**config.mk**
```make
export PLATFORM = sky130hd
export DESIGN_NAME = bcr_top
export DESIGN_NICKNAME = d
export VERILOG_FILES = /design/src/include/bcr_pkg.sv /design/src/bcr_alias_calc.sv /design/src/bcr_value_mem.sv /design/src/bcr_top.sv
export SDC_FILE = /design/constraint.sdc
export NUM_CORES = 1
export LEC_CHECK = 0
export ABC_AREA = 0
export BUFFER_PORTS_ARGS = -buffer_cell sky130_fd_sc_hd__buf_2
export CELL_PAD_IN_SITES_DETAIL_PLACEMENT = 0
export CELL_PAD_IN_SITES_GLOBAL_PLACEMENT = 1
export CORE_MARGIN = 1.5
export CORE_UTILIZATION = 52
export DETAILED_ROUTE_END_ITERATION = 8
export PLACE_DENSITY = 0.84
export SETUP_SLACK_MARGIN = 0.1
export SYNTH_ARGS = -nofsm -noshare
export SYNTH_HDL_FRONTEND = slang
export SYNTH_HIERARCHICAL = 1
export SYNTH_SLANG_ARGS = --single-unit
```
**constraint.sdc**
```tcl
create_clock -name pclk -period 6.5 [get_ports pclk]
set_clock_uncertainty 0.2 [all_clocks]
set_input_delay 1.3 -clock pclk [delete_from_list [all_inputs] [get_ports pclk]]
set_output_delay 1.3 -clock pclk [all_outputs]
set_load 0.05 [all_outputs]
```
**src/include/bcr_pkg.sv**
```systemverilog
/*
  shared constants and types for the calendar clock register block.
  assumes a 32-bit apb slave at pclk, offsets are byte addresses.
*/
package bcr_pkg;
  // register bases
  localparam logic [11:0] OFF_CLOCK_CONTROL = 12'h200;
  localparam logic [11:0] OFF_ALARM_CONTROL = 12'h210;
  localparam logic [11:0] OFF_TIME_VALUE    = 12'h220;
  localparam logic [11:0] OFF_DATE_VALUE    = 12'h230;
  localparam logic [11:0] OFF_ALARM_TIME    = 12'h240;
  localparam logic [11:0] OFF_ALARM_DATE    = 12'h250;
  localparam logic [11:0] OFF_IRQ_STATUS    = 12'h260;
  localparam logic [11:0] OFF_IRQ_MASK      = 12'h270;
  // alias sub-offsets
  localparam logic [1:0]  ALIAS_PLAIN       = 2'h0;
  localparam logic [1:0]  ALIAS_CLEAR       = 2'h1;
  localparam logic [1:0]  ALIAS_SET         = 2'h2;
  localparam logic [1:0]  ALIAS_TOGGLE      = 2'h3;
  // implemented-bit masks, unlock bit index and reset values
  localparam logic [31:0] MASK_CLOCK_CONTROL = 32'h03ff_a0cf;
  localparam logic [31:0] MASK_ALARM_CONTROL = 32'h0000_ffff;
  localparam logic [31:0] MASK_TIME          = 32'h3f7f_7f00;
  localparam logic [31:0] MASK_DATE          = 32'hff1f_3f07;
  localparam logic [31:0] MASK_ALARM_DATE    = 32'h001f_ff07;
  localparam logic [31:0] MASK_IRQ           = 32'h0000_0003;
  localparam int          UNLOCK_BIT         = 3;
  localparam logic [31:0] RESET_CONTROL      = 32'h0000_0000;
  localparam logic [31:0] RESET_IRQ          = 32'h0000_0000;
  // irq bits, value word count and value reset index
  localparam int          IRQ_DATE_WRITTEN   = 0;
  localparam int          IRQ_DATE_REFUSED   = 1;
  localparam int          NUM_VALUES         = 4;
  localparam logic [9:0]  RESET_VAL_INDEX    = 10'h000;

  typedef struct packed {
    logic [3:0] year_tens_digit;
    logic [3:0] year_units_digit;
    logic [2:0] pad_a;
    logic       month_tens_digit;
    logic [3:0] month_units_digit;
    logic [1:0] pad_b;
    logic [1:0] day_tens_digit;
    logic [3:0] day_units_digit;
    logic [4:0] pad_c;
    logic [2:0] weekday_number;
  } bcr_date_t;

  typedef struct packed {
    logic        wr;
    logic [1:0]  idx;
    logic [31:0] data;
  } bcr_mem_wr_t;
endpackage

```
**src/bcr_alias_calc.sv**
```systemverilog
/*
  applies plain, clear, set or toggle alias writes to a word.
  masks unimplemented bits itself with the mask input.
*/
module bcr_alias_calc
  import bcr_pkg::*;
(
  // inputs
  input  wire logic [31:0] cur,
  input  wire logic [31:0] wdata,
  input  wire logic [1:0]  kind,
  input  wire logic [31:0] mask,
  // result
  output logic      [31:0] result
);
  // clear, set, toggle: one-bits of wdata select which bits change; plain writes wdata whole
  always_comb begin
    unique case (kind)
      ALIAS_CLEAR:  result = cur & ~wdata & mask;
      ALIAS_SET:    result = (cur | wdata) & mask;
      ALIAS_TOGGLE: result = (cur ^ wdata) & mask;
      default:      result = wdata & mask;
    endcase
  end
endmodule

```
**src/bcr_value_mem.sv**
```systemverilog
/*
  small storage of the four bcd value words, registered read port.
  assumes one write and one read address per cycle; no reset on content.
*/
module bcr_value_mem
  import bcr_pkg::*;
(
  // clock
  input  wire logic        pclk,
  // write side
  input  wire bcr_mem_wr_t wr,
  // read side
  input  wire logic [1:0]  raddr,
  output logic      [31:0] rdata
);
  logic [31:0] store [NUM_VALUES];

  // contents left undefined at reset on purpose
  always_ff @(posedge pclk) begin
    if (wr.wr) begin
      store[wr.idx] <= wr.data;
    end
  end

  always_ff @(posedge pclk) begin
    rdata <= store[raddr];
  end
endmodule

```
**src/bcr_top.sv**
```systemverilog
/*
  apb register block of a bcd calendar clock: control, alarm control,
  time, date and alarm values with clear/set/toggle aliases, plus irq.
  assumes an apb master on pclk; counting logic lives elsewhere.
*/
// Notes on behaviour
// - date bits 31:28 hold year tens digit, bcd 0..9.
// - date bits 27:24 hold year units digit, bcd 0..9.
// - date bit 20 holds month tens digit, 0 or 1.
// - date bits 19:16 hold month units digit, bcd 0..9.
// - date bits 13:12 hold day tens digit, 0..3.
// - date bits 11:8 hold day units digit, bcd 0..9.
// - date bits 2:0 hold weekday number, 0..6.
// - date writes ignored unless control bit 3 unlock is set.
// - each register has clear, set, toggle aliases at +4, +8, +c.
// - unimplemented bits read zero and ignore writes.
// - control and alarm control reset to zero; value digits undefined.
module bcr_top
  import bcr_pkg::*;
(
  // clock and reset
  input  wire logic        pclk,
  input  wire logic        presetn,
  // apb slave
  input  wire logic        psel,
  input  wire logic        penable,
  input  wire logic        pwrite,
  input  wire logic [11:0] paddr,
  input  wire logic [31:0] pwdata,
  output logic             pready,
  output logic      [31:0] prdata,
  output logic             pslverr,
  // block outputs
  output logic             irq,
  output logic             calendar_write_unlock,
  output logic      [31:0] clock_control,
  output logic      [31:0] alarm_control
);
  logic [31:0] irq_status;
  logic [31:0] irq_mask;
  logic [1:0]  alias_kind;
  logic [11:0] base;
  logic        setup;
  logic        access;
  logic        phase2;
  logic        is_value;
  logic [1:0]  vidx;
  logic        mapped;
  logic [31:0] cur_word;
  logic [31:0] cur_mask;
  logic [31:0] new_word;
  logic [31:0] mem_rdata;
  logic        date_wr_try;
  bcr_mem_wr_t mem_wr;
  logic [31:0] held_sel;
  logic        rd_from_mem;

  // address split: low nibble picks the alias
  assign base       = {paddr[11:4], 4'h0};
  assign alias_kind = paddr[3:2];
  assign setup      = psel & ~penable;
  assign access     = psel & penable & phase2;
  assign is_value   = (base >= OFF_TIME_VALUE) && (base <= OFF_ALARM_DATE);
  assign vidx       = 2'(base[5:4] - 2'h2);

  // decode base word and implemented mask
  always_comb begin
    mapped   = 1'b1;
    cur_word = 32'h0000_0000;
    cur_mask = 32'h0000_0000;
    unique case (base)
      OFF_CLOCK_CONTROL: begin
        cur_word = clock_control;
        cur_mask = MASK_CLOCK_CONTROL;
      end
      OFF_ALARM_CONTROL: begin
        cur_word = alarm_control;
        cur_mask = MASK_ALARM_CONTROL;
      end
      OFF_TIME_VALUE, OFF_ALARM_TIME: begin
        cur_word = mem_rdata;
        cur_mask = MASK_TIME;
      end
      OFF_DATE_VALUE: begin
        cur_word = mem_rdata;
        cur_mask = MASK_DATE;
      end
      OFF_ALARM_DATE: begin
        cur_word = mem_rdata;
        cur_mask = MASK_ALARM_DATE;
      end
      OFF_IRQ_STATUS: begin
        cur_word = irq_status;
        cur_mask = MASK_IRQ;
      end
      OFF_IRQ_MASK: begin
        cur_word = irq_mask;
        cur_mask = MASK_IRQ;
      end
      default: mapped = 1'b0;
    endcase
  end

  bcr_alias_calc u_alias (
    .cur    (cur_word),
    .wdata  (pwdata),
    .kind   (alias_kind),
    .mask   (cur_mask),
    .result (new_word)
  );

  // two-cycle access: memory read data lands during the first access cycle
  always_ff @(posedge pclk or negedge presetn) begin
    if (!presetn) begin
      phase2 <= 1'b0;
    end else begin
      phase2 <= psel & penable & ~phase2;
    end
  end

  assign date_wr_try = access & pwrite & (base == OFF_DATE_VALUE);

  // value memory write port, date gated by unlock
  always_comb begin
    mem_wr.wr   = access & pwrite & is_value &
                  ((base != OFF_DATE_VALUE) | clock_control[UNLOCK_BIT]);
    mem_wr.idx  = vidx;
    mem_wr.data = new_word;
  end

  bcr_value_mem u_mem (
    .pclk  (pclk),
    .wr    (mem_wr),
    .raddr (vidx),
    .rdata (mem_rdata)
  );

  // control registers clear at reset
  always_ff @(posedge pclk or negedge presetn) begin
    if (!presetn) begin
      clock_control <= RESET_CONTROL;
      alarm_control <= RESET_CONTROL;
    end else if (access & pwrite) begin
      if (base == OFF_CLOCK_CONTROL) begin
        clock_control <= new_word;
      end
      if (base == OFF_ALARM_CONTROL) begin
        alarm_control <= new_word;
      end
    end
  end

  assign calendar_write_unlock = clock_control[UNLOCK_BIT];

  // sticky events: set beats a write-one clear
  always_ff @(posedge pclk or negedge presetn) begin
    if (!presetn) begin
      irq_status <= RESET_IRQ;
      irq_mask   <= RESET_IRQ;
    end else begin
      if (access & pwrite & (base == OFF_IRQ_STATUS) & (alias_kind == ALIAS_PLAIN)) begin
        irq_status <= (irq_status & ~pwdata & MASK_IRQ) | held_sel;
      end else if (access & pwrite & (base == OFF_IRQ_STATUS)) begin
        irq_status <= new_word | held_sel;
      end else begin
        irq_status <= irq_status | held_sel;
      end
      if (access & pwrite & (base == OFF_IRQ_MASK)) begin
        irq_mask <= new_word;
      end
    end
  end

  // events raised by date writes, accepted or refused
  always_comb begin
    held_sel = 32'h0000_0000;
    held_sel[IRQ_DATE_WRITTEN] = date_wr_try & clock_control[UNLOCK_BIT];
    held_sel[IRQ_DATE_REFUSED] = date_wr_try & ~clock_control[UNLOCK_BIT];
  end

  always_ff @(posedge pclk or negedge presetn) begin
    if (!presetn) begin
      irq <= 1'b0;
    end else begin
      irq <= |(irq_status & irq_mask);
    end
  end

  assign rd_from_mem = is_value;

  // apb answer on second access cycle
  always_ff @(posedge pclk or negedge presetn) begin
    if (!presetn) begin
      pready  <= 1'b0;
      pslverr <= 1'b0;
      prdata  <= 32'h0000_0000;
    end else begin
      pready  <= psel & penable & ~phase2 & ~pready;
      pslverr <= psel & penable & ~phase2 & ~pready & ~mapped;
      if (psel & penable & ~phase2 & ~pwrite) begin
        prdata <= (rd_from_mem ? mem_rdata : cur_word) & cur_mask;
      end
    end
  end

  // bounded answer time
  property p_ready_two;
    @(posedge pclk) disable iff (!presetn)
      (setup ##1 (psel & penable)) |-> ##1 pready;
  endproperty
  a_ready_two: assert property (p_ready_two) else $error("pready late");

  property p_date_lock;
    @(posedge pclk) disable iff (!presetn)
      (mem_wr.wr & (mem_wr.idx == 2'h1)) |-> clock_control[UNLOCK_BIT];
  endproperty
  a_date_lock: assert property (p_date_lock) else $error("date written while locked");

  property p_reserved_zero;
    @(posedge pclk) disable iff (!presetn)
      $rose(pready) & ~pwrite & (base == OFF_DATE_VALUE) |-> ((prdata & ~MASK_DATE) == 32'h0);
  endproperty
  a_reserved_zero: assert property (p_reserved_zero) else $error("reserved date bits set");

  property p_ctl_reset;
    @(posedge pclk) $rose(presetn) |-> (clock_control == 32'h0) && (alarm_control == 32'h0);
  endproperty
  a_ctl_reset: assert property (p_ctl_reset) else $error("control not cleared");

  property p_set_alias;
    @(posedge pclk) disable iff (!presetn)
      (access & pwrite & (base == OFF_CLOCK_CONTROL) & (alias_kind == ALIAS_SET))
        |=> ((clock_control & $past(pwdata) & MASK_CLOCK_CONTROL) == ($past(pwdata) & MASK_CLOCK_CONTROL));
  endproperty
  a_set_alias: assert property (p_set_alias) else $error("set alias failed");

  property p_clr_alias;
    @(posedge pclk) disable iff (!presetn)
      (access & pwrite & (base == OFF_ALARM_CONTROL) & (alias_kind == ALIAS_CLEAR))
        |=> ((alarm_control & $past(pwdata)) == 32'h0);
  endproperty
  a_clr_alias: assert property (p_clr_alias) else $error("clear alias failed");

  property p_irq_level;
    @(posedge pclk) disable iff (!presetn)
      (|(irq_status & irq_mask)) |=> irq;
  endproperty
  a_irq_level: assert property (p_irq_level) else $error("irq not raised");

  property p_ctl_mask;
    @(posedge pclk) disable iff (!presetn)
      1'b1 |-> ((clock_control & ~MASK_CLOCK_CONTROL) == 32'h0);
  endproperty
  a_ctl_mask: assert property (p_ctl_mask) else $error("unimplemented control bit set");

  property p_irq_low;
    @(posedge pclk) disable iff (!presetn)
      !(|(irq_status & irq_mask)) |=> !irq;
  endproperty
  a_irq_low: assert property (p_irq_low) else $error("irq stuck high");

  property p_ready_pulse;
    @(posedge pclk) disable iff (!presetn)
      pready |=> !pready;
  endproperty
  a_ready_pulse: assert property (p_ready_pulse) else $error("pready held two cycles");

  property p_date_evt_ok;
    @(posedge pclk) disable iff (!presetn)
      (date_wr_try & clock_control[UNLOCK_BIT]) |=> irq_status[IRQ_DATE_WRITTEN];
  endproperty
  a_date_evt_ok: assert property (p_date_evt_ok) else $error("accepted date write not flagged");

  property p_date_evt_refused;
    @(posedge pclk) disable iff (!presetn)
      (date_wr_try & ~clock_control[UNLOCK_BIT]) |=> irq_status[IRQ_DATE_REFUSED];
  endproperty
  a_date_evt_refused: assert property (p_date_evt_refused) else $error("refused date write not flagged");

  property p_alarm_mask;
    @(posedge pclk) disable iff (!presetn)
      1'b1 |-> ((alarm_control & ~MASK_ALARM_CONTROL) == 32'h0);
  endproperty
  a_alarm_mask: assert property (p_alarm_mask) else $error("unimplemented alarm bit set");

  property p_tgl_alias;
    @(posedge pclk) disable iff (!presetn)
      (access & pwrite & (base == OFF_CLOCK_CONTROL) & (alias_kind == ALIAS_TOGGLE))
        |=> (clock_control == (($past(clock_control) ^ $past(pwdata)) & MASK_CLOCK_CONTROL));
  endproperty
  a_tgl_alias: assert property (p_tgl_alias) else $error("toggle alias failed");

  property p_unmapped_err;
    @(posedge pclk) disable iff (!presetn)
      $rose(pready) |-> (pslverr == ~mapped);
  endproperty
  a_unmapped_err: assert property (p_unmapped_err) else $error("pslverr does not match decode");

  property p_date_store_mask;
    @(posedge pclk) disable iff (!presetn)
      (mem_wr.wr & (mem_wr.idx == 2'h1)) |-> ((mem_wr.data & ~MASK_DATE) == 32'h0);
  endproperty
  a_date_store_mask: assert property (p_date_store_mask) else $error("unimplemented date bit stored");
endmodule

```
==> results of run 1 <==
==> cells by family (layout without fill, tap and decap cells) <==
family	Yosys count	after routing	share of synthesized area, %
AO/OA/AOI/OAI	235	235	9.735
buffers and inverters	165	316	4.902
adder cells (fa/ha/maj)	65	65	5.019
flip-flops	324	324	53.16
AND/OR/NAND/NOR	320	320	8.821
XOR/XNOR	2	2	0.1084
multiplexers	229	229	18.25
other	0	1	0
==> power by group through the flow <==
stage / clock (mW) / combinational [mW] / sequential [mW]
2_1_floorplan: 0 / 0.165 / 2.17
3_3_place_gp: 0 / 0.258 / 2.16
3_5_place_dp: 0 / 0.265 / 2.16
4_1_cts: 2.08 / 0.266 / 2.12
5_1_grt: 2.17 / 0.293 / 2.12
6_report: 2.06 / 0.266 / 2.12
==> placed cells by master, fill, tap and decap left out, types with 7 or more instances in the layout <==
cell	count
clkbuf_16	37
o31ai_1	9
mux2_4	10
nand2_1	119
edfxtp_1	128
dfxtp_1	32
buf_4	27
a21o_1	31
clkinv_2	8
nor3_1	8
nor2_1	125
o211a_1	26
mux2i_1	91
mux2_2	90
inv_1	78
a22oi_1	27
and2_1	8
a211oi_1	11
a21oi_1	68
ha_1	64
clkinv_1	7
nor2b_1	17
buf_2	143
o21ai_0	41
dfrtp_1	164
mux4_2	33
==> sequential cells by signal (all words and copies together) (netlist names), 32 cells and up <==
register       flops
irq_status        32
prdata            32
u_mem/store      128
clock_control     32
irq_mask          32
alarm_control     32
u_mem/rdata       32
==> how the worst max path moves through the flow <==
stage | endpoint | slack [ns] | cells after the start
final | irq_status[14] | 2.17 | 12
after detailed placement | irq_status[10] | 1.70 | 8
after global placement | irq_status[9] | 1.76 | 8
after floorplan | u_mem/store[0][0] | 0.58 | 6
after global routing | irq_status[23] | 1.92 | 14
after CTS | irq_status[10] | 2.23 | 8
==> layout make-up <==
class	instances	area, um^2
diodes	1	2.502
clock buffers	42	954.7
clock inverters	21	229.0
fillers	2485	12270
inverters	80	300.3
multi-input cells	851	6793
flip-flops and latches	324	8588
well taps	396	495.5
repair buffers	173	960.9
==> per-layer routing <==
metal	GRT usage, %	share of wire, %
met3	3.923	7.3
met5	0	0
met4	7.404	2.3
met2	43.51	47
met1	37.80	43
==> synth_stat cells (all sizes together) (2+ instances only) <==
cell type / instances
dfrtp: 164
edfxtp: 128
nor2: 125
nand2: 119
mux2: 100
mux2i: 91
inv: 79
a21oi: 68
ha: 64
buf: 47
o21ai: 42
clkbuf: 38
mux4: 38
dfxtp: 32
a21o: 31
a22oi: 27
o211a: 26
nor2b: 17
a211oi: 11
nor3: 11
and2: 10
o31ai: 9
nand3: 6
o221ai: 6
nand4: 5
nor3b: 5
o211ai: 5
o21a: 4
or3: 4
and3: 3
nand3b: 3
or2: 3
or4: 3
a22o: 2
and3b: 2
==> through the flow <==
stage	power, mW	setup WS (ns)
2_1_floorplan	2.339	0.5793
3_5_place_dp	2.429	1.700
6_report	4.445	2.169
4_1_cts	4.472	2.231
5_1_grt	4.584	1.920
3_3_place_gp	2.421	1.757
==> results.toml, run 1 <==
[run_status]
status = "finished clean"

[synth]
synthDistinctLibCells = 60
synth.net_count = 1453
yosysTopAreaCell = "dfrtp_1"
yosysSeqAreaShare_pct = 53.16
ys_warn_count = 6
synthCells = 1340
ys_ff_latch = 324
synth_top_area_share_pct = 25.40
async_reset_ff_share_pct = 50.62
synth_edf_count = 128
synth_area_mm2 = 0.01616
synth_area_leaders = "dfrtp_1 25%, edfxtp_1 24%, mux2_2 6.3%, mux2i_1 5.6%, ha_1 5.0%"
avgSynthCellArea_um2 = 12.06
synth_top_flop_cell = "dfrtp_1"

[route]
vias = 11295
vias_per_cell = 5.983
route.antenna.remaining_nets = 0
drtIter0Drc = 859
drt-pass1-iter-count = 7
avgRoutedWirePerCell_um = 22.70
drt-total-wl_um = 42860
drc_errors = 0

[critical_path]
r2r_cells = 5
cp-end-kind = "register"
rrSetupSlack_ns = 3.51
crit_chain = "buf_2, or4b_1, nor2_1, nand2_1, a21oi_1, inv_1, ha_1, mux4_1, and2_1, nand2_1, nor2_1, a21o_1"
critical_path_required_ns = 6.70
start_kind = "primary input"
critPathMaxStageDelay_ns = 0.81
cp_max_fo = 9
worstSetupStartpoint = "paddr[8]"
r2r-end = "prdata[25]"
r2r_start = "phase2"
path_buf_inv = 2
path_delay_family = "simple AND/OR/NAND/NOR gates"
worstSetupPathType = "in2reg"
cpMaxStageDelayCell = "or4b_1"
worstPathArrival_ns = 4.53

[cts]
cts-root-buf = "clkbuf_16"
h-tree-depth = 2
cts_resized = 0
clock_path_buffers = 3
clk_pin_slew_ns = 0.06
cts-hold-fix-buffers = 0
cts.sinks = 324
post_cts_buffers = 0
clk_latency_ns = 0.51
cts_tree = "done"
cts_made_buffers = 35

[placed_design]
placed_cells = 1824
io_buffers = 146
gp_congestion = 0.8028
hpwl_um = 27980
placed_cell_area_mm2 = 0.01714

[die]
start_util_pct = 52.81
core_mm2 = 0.03059
die_h_um = 179.3
fp-row-count = 64
ios = 149
dieArea_mm2 = 0.03213
die_w_um = 179.3

[power]
p_switching_mw = 0.9918
pwr-share-clk_pct = 46.2
p_sw_share_pct = 22.31
power.density_mw_per_mm2 = 242.6
ir_worst_vdd_mv = 0.1502
power.leakage_nw = 8.502
cell_internal_pwr_mw = 3.453
power_frac_seq_pct = 47.8
p_comb_share_pct = 6.0

[layout]
layout-drive-gt1-share_pct = 24.95
final_area_mm2 = 0.01832
final_cells = 1888
fin_nets = 1578
utilization_pct = 59.90
area_growth_pct = 13.42

[grt]
grt_max_degree = 86
overflow = 0
grt_pass1_wl_um = 63910
grt_pass1_vias = 10897
gr-usage-all-layers_pct = 26.85
antenna_found_initial = 1

[min_path]
hp-class = "reg2reg"
hold_start = "pready"
hold_path_depth = 1
min_delay_worst_endpoint = "pready"

[timing]
timing.setup.tns_ns = 0
finalMaxSlewViolations = 0
rsz0062_at_grt = "no"
finalHoldViolCount = 0
worst_slew_pin_slew_ns = 1.153
setup_viol = 0
timing.fmax_mhz = 230.9
whs_ns = 0.2468
relSlewSlack_pct = 23.15
period_needed_ns = 4.331
finalCritPeriodShare_pct = 66.63

[job]
drv_cap = 0
No activity file was read; power rests on OpenSTA's default activity.
==> run 2, diff against run 1 <==
--- a/config.mk
+++ b/config.mk
@@ -5,14 +5,14 @@
 export SDC_FILE = /design/constraint.sdc
 export NUM_CORES = 1
 export LEC_CHECK = 0
-export ABC_AREA = 0
+export ABC_AREA = 1
 export BUFFER_PORTS_ARGS = -buffer_cell sky130_fd_sc_hd__buf_2
 export CELL_PAD_IN_SITES_DETAIL_PLACEMENT = 0
 export CELL_PAD_IN_SITES_GLOBAL_PLACEMENT = 1
 export CORE_MARGIN = 1.5
-export CORE_UTILIZATION = 52
+export CORE_UTILIZATION = 45
 export DETAILED_ROUTE_END_ITERATION = 8
-export PLACE_DENSITY = 0.84
+export PLACE_DENSITY = 0.79
 export SETUP_SLACK_MARGIN = 0.1
 export SYNTH_ARGS = -nofsm -noshare
 export SYNTH_HDL_FRONTEND = slang
==> constraint.sdc (replaced) <==
create_clock -name pclk -period 4.05 [get_ports pclk]
set_clock_uncertainty 0.2 [all_clocks]
set_input_delay 0.81 -clock pclk [delete_from_list [all_inputs] [get_ports pclk]]
set_output_delay 0.81 -clock pclk [all_outputs]
set_load 0.05 [all_outputs]
==> run 2 against run 1 <==
Via count is 19% higher; critical endpoint is now irq_status[16]; critical path type unchanged; largest power group unchanged; design area is 3.0% higher; sequential cell count stayed put; highest routed layer unchanged.
==> results.toml, run 2 <==
[run_status]
status = "finished clean"

[cts]
h-tree-depth = 2
clock_path_buffers = 3
cts-root-buf = "clkbuf_16"
post_cts_buffers = 0
cts_tree = "done"
clk_latency_ns = 0.51
clk_pin_slew_ns = 0.06
cts_made_buffers = 36
cts-hold-fix-buffers = 0
cts.sinks = 324
cts_resized = 0

[grt]
grt_pass1_vias = 12458
antenna_found_initial = 1
grt_max_degree = 68
overflow = 0
gr-usage-all-layers_pct = 25.36
grt_pass1_wl_um = 73210

[placed_design]
placed_cells = 2529
gp_congestion = 0.8982
placed_cell_area_mm2 = 0.01764
io_buffers = 146
hpwl_um = 33600

[timing]
worst_slew_pin_slew_ns = 1.121
finalMaxSlewViolations = 0
timing.fmax_mhz = 286.5
period_needed_ns = 3.491
finalHoldViolCount = 0
finalCritPeriodShare_pct = 86.20
setup_viol = 0
relSlewSlack_pct = 25.17
rsz0062_at_grt = "no"

[synth]
synth_top_area_share_pct = 24.84
yosysSeqAreaShare_pct = 51.97
synth_most_common_cell = "nand2_1"
ys_warn_count = 6
synth_top_flop_cell = "dfrtp_1"
avgSynthCellArea_um2 = 8.444
ys_ff_latch = 324
synth_edf_count = 128
ys_top_cells_by_count = "587 x nand2_1, 284 x inv_1, 238 x nand3_1, 164 x dfrtp_1, 128 x edfxtp_1"
synth_area_mm2 = 0.01652
synth_area_leaders = "dfrtp_1 25%, edfxtp_1 23%, nand2_1 13%, nand3_1 7.2%, inv_1 6.5%"
yosysTopAreaCell = "dfrtp_1"
synth.net_count = 2070
async_reset_ff_share_pct = 50.62
synthDistinctLibCells = 33
synthCells = 1957

[route]
vias_per_cell = 5.179
vias = 13429
route.antenna.remaining_nets = 0
drt-pass1-iter-count = 6
avgRoutedWirePerCell_um = 18.35
drt-total-wl_um = 47570
drc_errors = 0
drtIter0Drc = 1334

[critical_path]
r2r_start = "clock_control[16]"
start_kind = "primary input"
critical_path_required_ns = 4.26
worstSetupStartpoint = "paddr[8]"
cp-end-kind = "register"
worstPathArrival_ns = 3.70
cp_max_fo = 46
worstSetupPathType = "in2reg"

[layout]
layout_commonest_cell = "nand2_1"
final_cells = 2593
regMostFlops = "u_mem/store"
nFillCells = 3392
area_growth_pct = 14.21
largest_reg_flops = 128
fin_nets = 2212
final_area_mm2 = 0.01887
mostFrequentLayoutCells = "587 x nand2_1, 284 x inv_1, 238 x nand3_1, 164 x dfrtp_1, 145 x buf_2"
layout-drive-gt1-share_pct = 14.88

[job]
drv_cap = 0

[die]
die_w_um = 194.6
ios = 149
fp-row-count = 70
dieArea_mm2 = 0.03788
die_h_um = 194.6
start_util_pct = 45.46
core_mm2 = 0.03635

[power]
power.leakage_nw = 9.615
ir_worst_vdd_mv = 0.3584
power.density_mw_per_mm2 = 378.4

[min_path]
hp-class = "in2async"
[run 2: cell types whose count changed after synthesis, sizes merged, moves of 26 or more]
cell,change
nand3,+233
nand2,+481
mux4,-38
o211a,-26
mux2i,-91
mux2,-100
a21oi,-50
buf,+39
o21ai,+111
inv,+216
a22oi,-27
a21o,-31
clkbuf,-30
[run 2: area by class of cell]
type                       instances  area (um^2)  area share [%]
clock buffer                      50         1055           5.589
tap                              468        585.6           3.103
timing repair buffer             198         1177           6.238
multi-input combinational       1243         6178           32.74
antenna                            1        2.502         0.01326
clock inverter                    13        173.9          0.9215
inverter                         296         1112           5.894
sequential                       324         8588           45.51
[run 2: power breakdown]
group	leakage, nW	internal (mW)	total (mW)	switching [mW]
Clock	0.605	2.07	3.35	1.28
Combinational	5.59	0.0961	0.365	0.268
Sequential	3.42	3.41	3.43	0.0158
[run 2: worst max-delay path, cell delays in order]
cell and delay (ns):
buf_2 0.10, inv_1 0.07, nand2_2 0.09, nor2_8 0.25
buf_4 0.46, nand3_1 0.12, nand2_1 0.09, nor2_1 0.09
nand2_1 0.12, inv_1 0.05, ha_1 0.27, nand3_1 0.07
nand2_1 0.09, nor2_1 0.06, nor2_1 0.46, inv_1 0.22
o31ai_2 0.27
[run 2: layer usage]
layer	track usage (%)	vias up	share of wire, %
met5	0	-	0
met4	7.552	0	2.6
met3	3.488	65	6.6
met2	38.82	440	45
met1	37.42	6376	46
li1	-	6548	-
[run 2: cells by family after synthesis]
logic type / share of synthesized area (%)
fa+ha+maj: 4.846
compound gates: 7.383
buf+inv: 10.81
flops: 51.97
simple gates: 24.99
[run 2: final timing paths]
check / end / slack (ns) / cells past startpoint
worst max-delay path: irq_status[16] / 0.56 / 17
worst min-delay path: prdata[22] / 0.04 / 1
worst max register to register: irq_status[16] / 1.43 / 12
worst min register to register: prdata[25] / 0.27 / 2
max in group asynchronous: clock_control[30] / 2.73 / 2
min in group pclk: prdata[25] / 0.27 / 2
[run 2: metrics by stage]
step                      hold WS, ns  setup slack (ns)  power (mW)  TNS [ns]  utilization, %
after CTS                     0.06098            0.6282       7.206         0           51.92
after global routing          0.06496            0.2934       7.374         0           51.92
final                         0.04394            0.5590       7.142         0           51.92
after detailed placement       0.2641            0.1120       3.854         0           48.54
after global placement         0.2613            0.1742       3.845         0           48.54
after floorplan                0.2563           -0.6082       3.717    -77.82               -
==> run 3, diff against run 2 <==
--- a/config.mk
+++ b/config.mk
@@ -7,14 +7,14 @@
 export LEC_CHECK = 0
 export ABC_AREA = 1
 export BUFFER_PORTS_ARGS = -buffer_cell sky130_fd_sc_hd__buf_2
+export CAP_MARGIN = 10
 export CELL_PAD_IN_SITES_DETAIL_PLACEMENT = 0
 export CELL_PAD_IN_SITES_GLOBAL_PLACEMENT = 1
 export CORE_MARGIN = 1.5
-export CORE_UTILIZATION = 45
+export CORE_UTILIZATION = 46
 export DETAILED_ROUTE_END_ITERATION = 8
 export PLACE_DENSITY = 0.79
 export SETUP_SLACK_MARGIN = 0.1
 export SYNTH_ARGS = -nofsm -noshare
 export SYNTH_HDL_FRONTEND = slang
-export SYNTH_HIERARCHICAL = 1
 export SYNTH_SLANG_ARGS = --single-unit
==> run 3 against run 2 <==
Register-to-register slack gained 0.19 ns; design area shrank 6.9%; die area shrank 10%; utilization grew 2.2 points; clock power shrank 3%; critical path type unchanged; critical endpoint is now u_mem.store[2][31]; largest cell class unchanged; highest routed layer unchanged.
==> results.toml, run 3 <==
[layout]
layout-drive-gt1-share_pct = 17.84
insertedDiodeCount = 0
multiInputGateArea_mm2 = 0.005245
largest_reg_flops = 128
utilization_pct = 54.13
seq_area_mm2 = 0.008588
nFillCells = 2917
mostFrequentLayoutCells = "432 x nand2_1, 225 x inv_1, 164 x dfrtp_1, 157 x nand3_1, 145 x buf_2"
area_growth_pct = 15.85
fin_nets = 1875
layout_commonest_cell = "nand2_1"
final_cells = 2230
regMostFlops = "u_mem.store"
final_area_mm2 = 0.01757

[cts]
cts-hold-fix-buffers = 0
clk_latency_ns = 0.52
clock_path_buffers = 3
cts.sinks = 324
post_cts_buffers = 0
h-tree-depth = 2
cts_made_buffers = 36
cts_tree = "done"
cts_resized = 0
clk_pin_slew_ns = 0.05
cts-root-buf = "clkbuf_16"

[grt]
gr-usage-all-layers_pct = 25.68
overflow = 0
grt_pass1_wl_um = 64340
antenna_found_initial = 0
grt_pass1_vias = 10978
grt_max_degree = 74

[route]
drt-total-wl_um = 43080
avgRoutedWirePerCell_um = 19.32
drc_errors = 0
drtIter0Drc = 889
route.antenna.remaining_nets = 0
vias = 11517
drt-pass1-iter-count = 6
vias_per_cell = 5.165

[timing]
whs_ns = 0.1386
finalCritPeriodShare_pct = 84.26
timing.fmax_mhz = 293.0
relSlewSlack_pct = 47.80
rsz0062_at_grt = "no"
period_needed_ns = 3.413
worst_slack_ns = 0.6373
finalMaxSlewViolations = 0
timing.setup.tns_ns = 0
finalHoldViolCount = 0
worst_slew_pin_slew_ns = 0.7821
setup_viol = 0

[synth]
synth_edf_count = 128
synth_area_mm2 = 0.01516
synth_top_flop_cell = "dfrtp_1"
yosysSeqAreaShare_pct = 56.63
ys_top_cells_by_count = "432 x nand2_1, 225 x inv_1, 164 x dfrtp_1, 157 x nand3_1, 128 x edfxtp_1"
avgSynthCellArea_um2 = 9.401
synth_top_area_share_pct = 27.06
yosysTopAreaCell = "dfrtp_1"
synth_most_common_cell = "nand2_1"
synth.net_count = 1726
synth_area_leaders = "dfrtp_1 27%, edfxtp_1 25%, nand2_1 11%, inv_1 5.6%, ha_1 5.3%"
synthDistinctLibCells = 43
synthCells = 1613
ys_warn_count = 0
ys_ff_latch = 324
async_reset_ff_share_pct = 50.62

[placed_design]
placed_cells = 2166
hpwl_um = 29030
placed_cell_area_mm2 = 0.01640
io_buffers = 146
dp_slack_ns = 0.1480
gp_congestion = 0.8361

[die]
start_util_pct = 46.73
dieArea_mm2 = 0.03406
core_mm2 = 0.03245
die_h_um = 184.6
fp-row-count = 66
ios = 149
die_w_um = 184.6

[critical_path]
cp_max_fo = 16
start_kind = "primary input"
worstSetupPathType = "in2reg"
critical_path_required_ns = 4.09
worstPathArrival_ns = 3.45
cp-end-kind = "register"

[power]
ir_worst_vdd_mv = 0.2319
power.total_mw = 7.048
power.leakage_nw = 8.886
power.density_mw_per_mm2 = 401.2

[min_path]
hp-class = "in2async"

[job]
drv_cap = 0

[run_status]
status = "finished clean"
==> run 3: cell count changes after synthesis, sizes merged, moves of 15 or more <==
cell     change
clkbuf      +16
o22ai       +17
o2111ai     +15
nand2      -138
o21ai       -68
o31ai       -25
inv         -53
nand3       -80
a22oi       +32
buf         -38
nand4       -15
==> run 3: layout make-up <==
type / count / share of cell area [%]
Sequential cell: 324 / 48.89
Clock buffer: 49 / 5.755
Inverter: 243 / 5.256
Timing Repair Buffer: 183 / 6.203
Tap cell: 442 / 3.148
Multi-Input combinational cell: 974 / 29.86
Clock inverter: 15 / 0.8974
==> run 3: logic make-up (layout without fill, tap and decap cells) <==
family,count (synthesis),after routing,share of synthesized area [%]
flops,324,324,56.63
fa+ha+maj,64,64,5.281
buf+inv,315,490,8.919
compound gates,179,179,7.599
simple gates,731,731,21.57
==> run 3: layer usage <==
layer / up-vias / part of all wire (%) / wire [um] / track usage, %
met3: 85 / 5.9 / 2535 / 3.774
met2: 390 / 48 / 20640 / 43.64
met1: 5514 / 42 / 17950 / 32.36
met4: 0 / 4.5 / 1958 / 11.77
met5: - / 0 / 0 / 0
li1: 5528 / - / - / -
==> run 3: worst max-delay path, cell delays in order <==
cell and delay, ns:
buf_2 0.48, nand2_4 0.12, nor2_2 0.16, nand2_1 0.31, buf_4 0.29, o22ai_1 0.15
nor2_1 0.12, o21ai_2 0.09, inv_1 0.06, ha_1 0.17, nor2_1 0.09, a211oi_1 0.06
a211oi_1 0.51
==> run 3: path summary, 6_finish.rpt <==
kind                                     from                 end  slack, ns  cells past startpoint
min                                   presetn        irq_mask[21]       0.14                      1
min in group pclk          u_mem.store[0][17]     u_mem.rdata[17]       0.25                      2
max reg2reg                            phase2  u_mem.store[3][26]       1.62                      5
max                                  paddr[4]  u_mem.store[2][31]       0.64                     13
min reg2reg                u_mem.store[0][17]     u_mem.rdata[17]       0.25                      2
max in group asynchronous             presetn    clock_control[0]       2.66                      2
==> run 3: power by group <==
part	internal, mW	total, mW	switching [mW]
sequential	3.42	3.43	0.0110
clock	1.94	3.25	1.31
combinational	0.103	0.363	0.260
total	5.47	7.05	1.58
